$ cat src/hw/icx_pkg.sv
`default_nettype none
package icx_pkg;
  // clock and sequencing figures, in cycles of hclk
  localparam int unsigned CLK_HZ    = 10_000_000;
  localparam int unsigned ENTRY_CYC = 4;
  localparam int unsigned RET_CYC   = 4;
  localparam int unsigned WAKE_CYC  = 4;
  localparam int unsigned CNT_W     = 3;
  localparam logic [CNT_W-1:0] ENTRY_LAST = CNT_W'(ENTRY_CYC - 1);
  localparam logic [CNT_W-1:0] RET_LAST   = CNT_W'(RET_CYC - 1);
  localparam logic [CNT_W-1:0] WAKE_LAST  = CNT_W'(WAKE_CYC - 1);

  // address widths of program counter and stack pointer
  localparam int unsigned PC_W = 12;
  localparam int unsigned SP_W = 16;
  localparam logic [SP_W-1:0] SP_RST  = 16'h0000;
  localparam logic [SP_W-1:0] SP_STEP = 16'h0001;
  localparam logic [PC_W-1:0] VEC_LOW = 12'h000;

  // register byte offsets on the bus
  localparam logic [7:0] OFF_STATUS = 8'h00;
  localparam logic [7:0] OFF_IRQCTL = 8'h04;
  localparam logic [7:0] OFF_EN     = 8'h08;
  localparam logic [7:0] OFF_FLAG   = 8'h0c;
  localparam logic [7:0] OFF_SP     = 8'h10;
  localparam logic [7:0] OFF_STATE  = 8'h14;

  // field positions
  localparam int unsigned GIE_BIT   = 7;
  localparam int unsigned RELOC_BIT = 1;
  localparam int unsigned STATE_LSB = 0;
  localparam int unsigned HOLD_BIT  = 4;

  // ahb-lite encodings
  localparam logic [1:0] HTRANS_NONSEQ = 2'h2;
  localparam logic       HRESP_OKAY    = 1'h0;

  typedef enum logic [1:0] {ST_RUN, ST_WAKE, ST_ENTRY, ST_RET} icx_state_e;
endpackage
`default_nettype wire

$ cat src/hw/icx_irq_ctrl.sv
// Function
// logic runs directly on hclk, no internal divider
// ordinary instructions complete without stall from this block
// reset and every source own separate vectors, lowest addresses by default
// among pending requests the lowest vector wins
// reset beats all; source zero ranks next
// service needs own enable and global enable both set
// boot lock settings suppress interrupts by current pc region
// relocate bit moves vectors to boot section start
// boot reset fuse moves reset vector to boot section start
// taking an interrupt clears global enable; software may re-enable
// vectoring clears the flag of a flag-type source
// writing one clears a flag; zero leaves it
// event while disabled still sets flag and holds it
// flags pending while global enable off are served by priority later
// level sources request only while condition present
// after return one main instruction runs before next entry
// status register not saved or restored by hardware
// disable instruction blocks interrupts at once, same cycle included
// after enable instruction the next instruction completes first
// entry takes four cycles and pushes the pc
// multi-cycle instruction finishes before entry starts
// wake from sleep adds four cycles to entry
// return takes four cycles, pops pc, sp plus two, sets enable
// entry push decrements stack pointer by two
// one-cycle acknowledge to chosen source at vectoring
// priority chosen only at instruction boundaries
`timescale 1ns/1ps
`default_nettype none
module icx_irq_ctrl #(
  parameter int unsigned           NSRC      = 8,
  parameter logic [NSRC-1:0]       LEVEL_SRC = '0,
  parameter logic [icx_pkg::PC_W-1:0] BOOT_START = 12'hc00
) (
  // clock and reset
  input  wire logic                     hclk,
  input  wire logic                     hresetn,
  // ahb-lite slave
  input  wire logic                     hsel,
  input  wire logic [7:0]               haddr,
  input  wire logic [1:0]               htrans,
  input  wire logic                     hwrite,
  input  wire logic [2:0]               hsize,
  input  wire logic [31:0]              hwdata,
  input  wire logic                     hready,
  output logic      [31:0]              hrdata,
  output logic                          hreadyout,
  output logic                          hresp,
  // interrupt sources
  input  wire logic [NSRC-1:0]          src_event,
  input  wire logic [NSRC-1:0]          src_level,
  output logic      [NSRC-1:0]          src_ack,
  // straps
  input  wire logic                     app_section_lock_bit,
  input  wire logic                     boot_section_lock_bit,
  input  wire logic                     boot_reset_vector_fuse,
  // instruction sequencer
  input  wire logic                     instr_done,
  input  wire logic                     instr_cli,
  input  wire logic                     instr_sei,
  input  wire logic                     return_from_handler_instr,
  input  wire logic                     cpu_sleep,
  input  wire logic [icx_pkg::PC_W-1:0] pc_in,
  output logic                          core_hold,
  output logic                          irq_take,
  output logic                          pc_load,
  output logic      [icx_pkg::PC_W-1:0] pc_load_addr,
  output logic      [icx_pkg::PC_W-1:0] reset_vec,
  // stack memory port
  output logic                          stk_we,
  output logic                          stk_re,
  output logic      [icx_pkg::SP_W-1:0] stk_addr,
  output logic      [7:0]               stk_wdata,
  input  wire logic [7:0]               stk_rdata
);
  import icx_pkg::*;

  // flag and enable words must fit the low bits of one bus word, refused at elaboration
  if (NSRC < 1 || NSRC > 24) begin : g_nsrc_chk
    $error("icx_irq_ctrl: NSRC must be 1..24");
  end

  icx_state_e            st_ff;
  logic [CNT_W-1:0]      cnt_ff;
  logic                  gie_ff;
  logic                  reloc_ff;
  logic [NSRC-1:0]       en_ff;
  logic [NSRC-1:0]       flag_ff;
  logic [SP_W-1:0]       sp_ff;
  logic [PC_W-9:0]       ret_pc_ff;
  logic [PC_W-1:0]       vec_ff;
  logic                  wake_ff;
  logic                  wr_ff;
  logic [7:0]            waddr_ff;
  logic                  ahb_go;
  logic [NSRC-1:0]       pend;
  logic [NSRC-1:0]       req;
  logic [NSRC-1:0]       win;
  logic                  in_boot;
  logic                  lock_blk;
  logic                  take;
  logic                  ret_go;
  logic [31:0]           nxt_rdata;

  // pending set: flag-type sources latch, level-type follow the line
  genvar g;
  generate
    for (g = 0; g < NSRC; g++) begin : g_src
      assign pend[g] = LEVEL_SRC[g] ? src_level[g] : flag_ff[g];
    end
  endgenerate

  assign req = pend & en_ff;
  assign win = req & (~req + NSRC'(1));                   // lowest index wins, see

  // region check against the boot lock settings
  assign in_boot  = (pc_in >= BOOT_START);
  assign lock_blk = (app_section_lock_bit && !in_boot && reloc_ff) ||
                    (boot_section_lock_bit && in_boot && !reloc_ff);

  // entry decision only at a boundary; sei and cli boundaries never take
  assign take = (st_ff == ST_RUN) && instr_done && gie_ff && (|req) && !lock_blk &&
                !instr_cli && !instr_sei && !return_from_handler_instr;
  assign ret_go = (st_ff == ST_RUN) && instr_done && return_from_handler_instr;

  // sequencing fsm on the undivided clock
  always_ff @(posedge hclk or negedge hresetn) begin
    if (!hresetn) begin
      st_ff   <= ST_RUN;
      cnt_ff  <= '0;
      wake_ff <= 1'b0;
    end else begin
      case (st_ff)
        ST_RUN: begin
          cnt_ff <= '0;
          if (take) begin
            st_ff   <= cpu_sleep ? ST_WAKE : ST_ENTRY;
            wake_ff <= cpu_sleep;
          end else if (ret_go) begin
            st_ff <= ST_RET;
          end
        end
        ST_WAKE: begin
          cnt_ff <= cnt_ff + CNT_W'(1);
          if (cnt_ff == WAKE_LAST) begin
            st_ff  <= ST_ENTRY;
            cnt_ff <= '0;
          end
        end
        ST_ENTRY: begin
          cnt_ff <= cnt_ff + CNT_W'(1);
          if (cnt_ff == ENTRY_LAST) begin
            st_ff   <= ST_RUN;
            wake_ff <= 1'b0;
          end
        end
        ST_RET: begin
          cnt_ff <= cnt_ff + CNT_W'(1);
          if (cnt_ff == RET_LAST) st_ff <= ST_RUN;
        end
        default: st_ff <= ST_RUN;
      endcase
    end
  end

  // sequencer handshake: hold core only while entering or returning
  always_ff @(posedge hclk or negedge hresetn) begin
    if (!hresetn) begin
      core_hold    <= 1'b0;
      irq_take     <= 1'b0;
      src_ack      <= '0;
      vec_ff       <= VEC_LOW;
      pc_load      <= 1'b0;
      pc_load_addr <= VEC_LOW;
    end else begin
      core_hold <= (take || ret_go) ? 1'b1 : (pc_load ? 1'b0 : core_hold);
      irq_take  <= take;
      src_ack   <= take ? win : '0;
      if (take) begin
        for (int i = 0; i < NSRC; i++) begin
          if (win[i]) vec_ff <= (reloc_ff ? BOOT_START : VEC_LOW) + PC_W'(i + 1);
        end
      end
      pc_load <= ((st_ff == ST_ENTRY) && (cnt_ff == ENTRY_LAST)) ||
                 ((st_ff == ST_RET) && (cnt_ff == RET_LAST));
      if ((st_ff == ST_ENTRY) && (cnt_ff == ENTRY_LAST)) pc_load_addr <= vec_ff;
      if ((st_ff == ST_RET) && (cnt_ff == RET_LAST))
        pc_load_addr <= {ret_pc_ff, stk_rdata}; // popped pc, see
    end
  end

  // reset vector follows the fuse, caught after reset release
  always_ff @(posedge hclk or negedge hresetn) begin
    if (!hresetn) reset_vec <= VEC_LOW;
    else          reset_vec <= boot_reset_vector_fuse ? BOOT_START : VEC_LOW;
  end

  // stack traffic: push low then high on entry, pop high then low on return
  always_ff @(posedge hclk or negedge hresetn) begin
    if (!hresetn) begin
      sp_ff     <= SP_RST;
      stk_we    <= 1'b0;
      stk_re    <= 1'b0;
      stk_addr  <= SP_RST;
      stk_wdata <= 8'h00;
      ret_pc_ff <= '0;
    end else begin
      stk_we <= 1'b0;
      stk_re <= 1'b0;
      if ((st_ff == ST_ENTRY) && (cnt_ff < CNT_W'(2))) begin // only pc, never status, see
        stk_we    <= 1'b1;
        stk_addr  <= sp_ff;
        stk_wdata <= (cnt_ff == '0) ? pc_in[7:0] : 8'(pc_in[PC_W-1:8]);
        sp_ff     <= sp_ff - SP_STEP;
      end else if ((st_ff == ST_RET) && (cnt_ff < CNT_W'(2))) begin
        stk_re   <= 1'b1;
        stk_addr <= sp_ff + SP_STEP;
        sp_ff    <= sp_ff + SP_STEP;
      end else if (wr_ff && (waddr_ff == OFF_SP)) begin
        sp_ff <= hwdata[SP_W-1:0];
      end
      // memory answers one cycle after the registered strobe: high byte lands at
      // count two, the low byte goes straight into the load at the last count
      if ((st_ff == ST_RET) && (cnt_ff == CNT_W'(2))) ret_pc_ff <= stk_rdata[PC_W-9:0];
    end
  end

  // global enable: hardware events outrank software writes
  always_ff @(posedge hclk or negedge hresetn) begin
    if (!hresetn) gie_ff <= 1'b0;
    else if (take) gie_ff <= 1'b0;
    else if ((st_ff == ST_RET) && (cnt_ff == RET_LAST)) gie_ff <= 1'b1;
    else if (instr_done && instr_cli) gie_ff <= 1'b0;
    else if (instr_done && instr_sei) gie_ff <= 1'b1;
    else if (wr_ff && (waddr_ff == OFF_STATUS)) gie_ff <= hwdata[GIE_BIT];
  end

  // flags: events set, ack or write-one clears, set wins
  always_ff @(posedge hclk or negedge hresetn) begin
    if (!hresetn) flag_ff <= '0;
    else flag_ff <= ((flag_ff & ~(take ? win : '0) &
                     ~((wr_ff && (waddr_ff == OFF_FLAG)) ? hwdata[NSRC-1:0] : '0)) |
                     src_event) & ~LEVEL_SRC;
  end

  // control registers written by software
  always_ff @(posedge hclk or negedge hresetn) begin
    if (!hresetn) begin
      en_ff    <= '0;
      reloc_ff <= 1'b0;
    end else if (wr_ff) begin
      if (waddr_ff == OFF_EN)     en_ff    <= hwdata[NSRC-1:0];
      if (waddr_ff == OFF_IRQCTL) reloc_ff <= hwdata[RELOC_BIT];
    end
  end

  // ahb-lite slave: zero wait, read data prepared in the address phase
  assign ahb_go = hsel && hready && (htrans == HTRANS_NONSEQ);

  always_comb begin
    nxt_rdata = 32'h0000_0000;
    case (haddr)
      OFF_STATUS: nxt_rdata[GIE_BIT]   = gie_ff;
      OFF_IRQCTL: nxt_rdata[RELOC_BIT] = reloc_ff;
      OFF_EN:     nxt_rdata[NSRC-1:0]  = en_ff;
      OFF_FLAG:   nxt_rdata[NSRC-1:0]  = pend;
      OFF_SP:     nxt_rdata[SP_W-1:0]  = sp_ff;
      OFF_STATE: begin
        nxt_rdata[STATE_LSB +: 2] = st_ff;
        nxt_rdata[HOLD_BIT]       = core_hold;
      end
      default:    nxt_rdata = 32'h0000_0000; // unmapped reads zero, writes dropped
    endcase
  end

  always_ff @(posedge hclk or negedge hresetn) begin
    if (!hresetn) begin
      wr_ff     <= 1'b0;
      waddr_ff  <= 8'h00;
      hrdata    <= 32'h0000_0000;
      hreadyout <= 1'b0;
      hresp     <= HRESP_OKAY;
    end else begin
      hreadyout <= 1'b1;
      hresp     <= HRESP_OKAY;
      wr_ff     <= ahb_go && hwrite && (hsize == 3'h2);
      waddr_ff  <= haddr;
      if (ahb_go && !hwrite) hrdata <= nxt_rdata;
    end
  end
endmodule // icx_irq_ctrl
`default_nettype wire

$ cat config.mk
export PLATFORM = sky130hd
export DESIGN_NAME = icx_irq_ctrl
export DESIGN_NICKNAME = d
export VERILOG_FILES = /design/src/hw/icx_pkg.sv /design/src/hw/icx_irq_ctrl.sv
export SDC_FILE = /design/constraint.sdc
export NUM_CORES = 1
export LEC_CHECK = 0
export BUFFER_PORTS_ARGS = -buffer_cell sky130_fd_sc_hd__buf_2
export CAP_MARGIN = 40
export CORE_MARGIN = 2
export CORE_UTILIZATION = 38
export DETAILED_ROUTE_END_ITERATION = 16
export PLACE_DENSITY = 0.62
export SLEW_MARGIN = 20
export SYNTH_ARGS = -nofsm -noshare
export SYNTH_HDL_FRONTEND = slang
export SYNTH_SLANG_ARGS = --single-unit
$ cat constraint.sdc
create_clock -name hclk -period 2.6 [get_ports hclk]
set_input_delay 0.13 -clock hclk [delete_from_list [all_inputs] [get_ports hclk]]
set_output_delay 0.13 -clock hclk [all_outputs]
set_load 0.02 [all_outputs]
=== Word-level counts from Yosys, hierarchy flattened ===
Index checks and enable logic that the tools add are counted.

* Mux-type cells: 45
* Eq/ne operators: 19
* Add/sub/neg operators: 12
* Reductions and logical operators: 53
* $lt $le $gt $ge: 2
* Bitwise gates (word level): 8

{| class="wikitable"
|+ Operators by type and width
! kind !! count
|-
| two-way mux 12 bit || 12
|-
| two-way mux 16 bit || 5
|-
| adder 12 x 3 -> 12 bit, second input constant || 4
|-
| bitwise AND 8 bit || 4
|-
| equality test 8 x 4 -> 1 bit, second input constant || 4
|-
| two-way mux 8 bit || 4
|-
| logical AND 1 bit || 27
|-
| adder 12 x 2 -> 12 bit, second input constant || 2
|-
| equality test 8 x 5 -> 1 bit, second input constant || 3
|-
| NOT 8 bit || 3
|-
| case mux 2 bit (3 select lines) || 3
|-
| adder 16 x 1 -> 16 bit, second input constant || 1
|-
| equality test 8 x 3 -> 1 bit, second input constant || 2
|-
| zero test 8 bit || 2
|-
| subtractor 16 x 1 -> 16 bit, second input constant || 1
|-
| adder 12 x 1 -> 12 bit, second input constant || 1
|-
| adder 12 x 4 -> 12 bit, second input constant || 1
|-
| >= comparator 12 bit, second input constant || 1
|-
| case mux 1 bit (4 select lines) || 3
|-
| two-way mux 1 bit || 10
|-
| two-way mux 2 bit || 5
|-
| equality test 3 x 2 -> 1 bit, second input constant || 3
|-
| case mux 3 bit (3 select lines) || 1
|-
| adder 8 x 1 -> 8 bit, second input constant || 1
|-
| 22 further kinds || 36
|}

* Register bits: 142
* Bits of input ports: 94
* Output and inout bits: 95
* Word-level logic and storage cells: 162

=== Depth between registers and ports, before layout ===
* Depth after elaboration: 15
* Gate-level depth with buffers: 8
* Mapped depth without buffers: 8

=== Worst setup path before layout ===
Ideal clock, no wire load.

* Kind: reg2reg
* Start point: register sp_ff[0]
* End point: register sp_ff[8]
* Setup slack: 0.523 ns
* Data required time: 2.489 ns
* Clock period less this slack: 2.077 ns
* Buffers on the path: 1
* Arrival time: 1.965 ns
* Cell stages (with the launch flop): 8
* Library setup time: 0.111 ns
* Cell sequence: dfrtp_1 -> clkbuf_1 -> inv_1 -> ha_1 -> or4b_1 -> nor4_1 -> o21ai_0 -> a222oi_1

* Cells in the longest elaborated chain, start to end: 3
* Elaborated cells on any way between the ends: 4
* Classes of those cells: add/sub: 2; mux: 2

{| class="wikitable"
|+ RTL lines
! element !! line !! source
|-
| start: declaration || icx_irq_ctrl.sv:89 || <nowiki>logic [SP_W-1:0] sp_ff;</nowiki>
|-
| start signal: assignment || icx_irq_ctrl.sv:214 || <nowiki>sp_ff <= sp_ff - SP_STEP;</nowiki>
|-
| start signal: assignment || icx_irq_ctrl.sv:218 || <nowiki>sp_ff <= sp_ff + SP_STEP;</nowiki>
|-
| start signal: assignment || icx_irq_ctrl.sv:220 || <nowiki>sp_ff <= hwdata[SP_W-1:0];</nowiki>
|-
| adder 16 x 1 -> 16 bit || icx_irq_ctrl.sv:218 ||
|-
| two-way mux 16 bit || icx_irq_ctrl.sv:215 || <nowiki>end else if ((st_ff == ST_RET) && (cnt_ff < CNT_W'(2))) begin</nowiki>
|-
| two-way mux 16 bit (*) || icx_irq_ctrl.sv:210 || <nowiki>if ((st_ff == ST_ENTRY) && (cnt_ff < CNT_W'(2))) begin</nowiki>
|}

Mark *: on every way between the ends. The rest lies on a longest branch, timed or not.
A chain may end at the register's enable or synchronous reset.

=== Worst setup path after layout ===
* Start point: register sp_ff[1]
* End point: register sp_ff[8]

Same word-level chain as after synthesis.

==> flow_summary.yaml <==
finish:
  nets: 959
  multi_input_area_sq_um: 2970
  n_antenna_cell: 0
  final_cell_mix: "buf_2 (136), dfrtp_1 (124), nand2_1 (101), o21ai_0 (55), dlygate4sd3_1 (44)"
  ff_latch_area_sq_um: 3100
  area_growth_pct: 29.1
  drive_above_1_share_pct: 25.8
  final_common_cell: "buf_2"
  n_fill_cell: 1579
drt:
  wl_per_cell_microns: 16.0
  wl_microns: 17500
  dr_total_vias: 5536
  antenna_left: 0
  vias_per_cell: 5.07
  drtIter0Drc: 387
  drc: 0
  first_pass_iters: 5
timing:
  finalSetupViolCount: 0
  tightest_slew_ns: 0.746
  slew_headroom_pct: 50.1
  rsz0062_at_grt: "no"
  tns_ns: 0
  finClkSkew_ns: 0.0103
  whs_ns: 0.00968
  period_share_pct: 86.8
  final-hold-violation-count: 0
  fmax_mhz: 443
  period_needed_ns: 2.26
  final_max_slew_viol_count: 0
synthesis:
  synth_cell_types: 64
  synth-main-ff-cell: "dfrtp_1"
  netlist_area_sq_um: 6440
  ys_ff_latch: 124
  synthCells: 677
  ys_seq_area_share_pct: 48.2
  synth_edf_count: 0
  synthArstFlopShare_pct: 100
  synth_warnings: 0
  syn_area_per_cell_sq_um: 9.52
run_status:
  outcome: "finished clean"
grt:
  grt_usage_pct: 19.6
  antenna_found_initial: 0
  grt_pass1_vias: 5292
  grt_pass1_wl_microns: 27700
  grt_max_degree: 37
  overflow: 0
placement:
  hpwl_microns: 12600
  place.gp.congestion: 0.888
  portBuffers: 137
setup_path:
  critPathLaunchType: "register"
  crit_type: "register to register"
  crit_path_end_kind: "register"
  worst-path-buf-inv: 1
  crit_chain: "inv_1, ha_1, or4b_1, nor4_1, o21ai_0, a222oi_1"
  cpPeakStageDelay_ns: 0.52
  critPathSlowestCell: "or4b_1"
  cp_max_fo: 10
  reg2reg_to: "sp_ff[8]$_DFFE_PN0P_"
  worstPathArrival_ns: 2.57
  reg2reg_slack_ns: 0.34
  critical_path.top_delay_family: "simple AND/OR/NAND/NOR gates"
  r2r-start: "sp_ff[1]$_DFFE_PN0P_"
  reg2reg_depth: 6
  required_ns: 2.91
cts:
  root_buffer: "clkbuf_16"
  cts_made_buffers: 17
  cts_sinks: 124
  clock_latency_ns: 0.43
  cts_buffer_depth: 2
  htreeDepth: 4
  cts_tree: "yes"
  cts.repair.resized: 0
  clk_pin_slew_worst_paths_ns: 0.06
min_path:
  whs_path_depth: 3
  hold_path.class: "input port to register"
  holdPathEnd: "stk_wdata[2]$_DFFE_PN0P_"
  min_from: "pc_in[2]"
power:
  powerDensity_nw_per_um2: 1010
  p_leak_uw: 0.00397
  peakVddDrop_mv: 0.565
  totalPowerFinal_uw: 8430
floorplan:
  die_h_microns: 134
  rows: 47
  start_util_pct: 38.9
  die_w_microns: 134
  io_pins: 189
  die_area_sq_um: 18000
  core_area_sq_um: 16600
job:
  drv_cap: 0
## sequential cells by signal, indices dropped and copies added (netlist names), 2 cells and up
signal        flops
cnt_ff            3
waddr_ff          8
en_ff             8
hrdata           16
flag_ff           8
stk_addr         16
pc_load_addr     12
vec_ff            5
sp_ff            16
st_ff             2
stk_wdata         8
src_ack           8
ret_pc_ff         4
## timing repair
item                      CTS  global route
hold buffers               44             0
setup buffers               0             0
hold endpoints to repair   72             0
## Yosys cell counts, types with 8 or more instances
cell type / n / area (sq um)
a21oi_1: 32 / 160
a22o_1: 12 / 105
a31o_2: 9 / 78.8
a31oi_1: 9 / 56.3
buf_4: 28 / 210
clkbuf_1: 29 / 109
dfrtp_1: 124 / 3100
inv_1: 22 / 82.6
mux2_2: 14 / 158
mux2i_1: 25 / 250
nand2_1: 101 / 379
nand3_1: 20 / 100
nand4_1: 17 / 106
nor2_1: 36 / 135
nor3_1: 9 / 45.0
o21ai_0: 55 / 275
o22ai_1: 10 / 62.6
xnor2_1: 17 / 149
xor2_1: 8 / 70.1
## per-stage QoR
step	utilization [%]	cell area (sq um)	setup WS, ns	instances
global route	50.2	8320	0.264	1091
detailed placement	44.1	7320	0.413	1015
floorplan	-	6540	0.523	703
CTS	50.2	8320	0.384	1091
finish	50.2	8320	0.344	1091
global placement	44.0	7300	0.469	1014
## tightest hold or removal path: stages
cell	delay [ns]
buf_2	0.07
mux2i_1	0.05
o21ai_0	0.14
## per-layer routing
layer | track usage [%] | routed length (microns) | vias up
li1 | - | - | 2705
met1 | 25.9 | 7910 | 2634
met2 | 32.1 | 8360 | 177
met4 | 5.96 | 267 | 0
met3 | 4.57 | 927 | 20
met5 | 0 | 0 | -
## final cells by class
| type | count | share of cell area, % |
|---|---|---|
| sequential | 124 | 37.3 |
| multi-input combinational | 486 | 35.6 |
| timing repair buffer | 205 | 15.9 |
| clock buffer | 17 | 5.11 |
| tap | 220 | 3.31 |
| clock inverter | 15 | 1.68 |
| inverter | 24 | 1.08 |
## worst max path at each step
| stage | start | endpoint | slack [ns] | cells past startpoint |
|---|---|---|---|---|
| after floorplan | sp_ff[0]$_DFFE_PN0P_ | sp_ff[8]$_DFFE_PN0P_ | 0.52 | 7 |
| after global placement | sp_ff[1]$_DFFE_PN0P_ | sp_ff[8]$_DFFE_PN0P_ | 0.47 | 6 |
| after detailed placement | sp_ff[1]$_DFFE_PN0P_ | sp_ff[8]$_DFFE_PN0P_ | 0.41 | 6 |
| after CTS | en_ff[0]$_DFFE_PN0P_ | st_ff[0]$_DFFE_PN0P_ | 0.38 | 5 |
| after global routing | sp_ff[1]$_DFFE_PN0P_ | sp_ff[8]$_DFFE_PN0P_ | 0.26 | 6 |
| final | sp_ff[1]$_DFFE_PN0P_ | sp_ff[8]$_DFFE_PN0P_ | 0.34 | 6 |
## kinds of logic after synthesis
family                   synth area share (%)
multiplexers                             6.33
AO/OA/AOI/OAI                            14.9
AND/OR/NAND/NOR                          18.4
XOR/XNOR                                 3.40
adder cells (fa/ha/maj)                  1.36
flip-flops                               48.2
other                                   0.117
buffers and inverters                    7.32
## where the power goes
| group | leakage (uW) | internal (uW) | switching, uW |
|---|---|---|---|
| clock network | 0.000273 | 1330 | 944 |
| registers | 0.00151 | 2430 | 519 |
| logic | 0.00219 | 1270 | 1940 |
(Power assumes the default switching activity.)
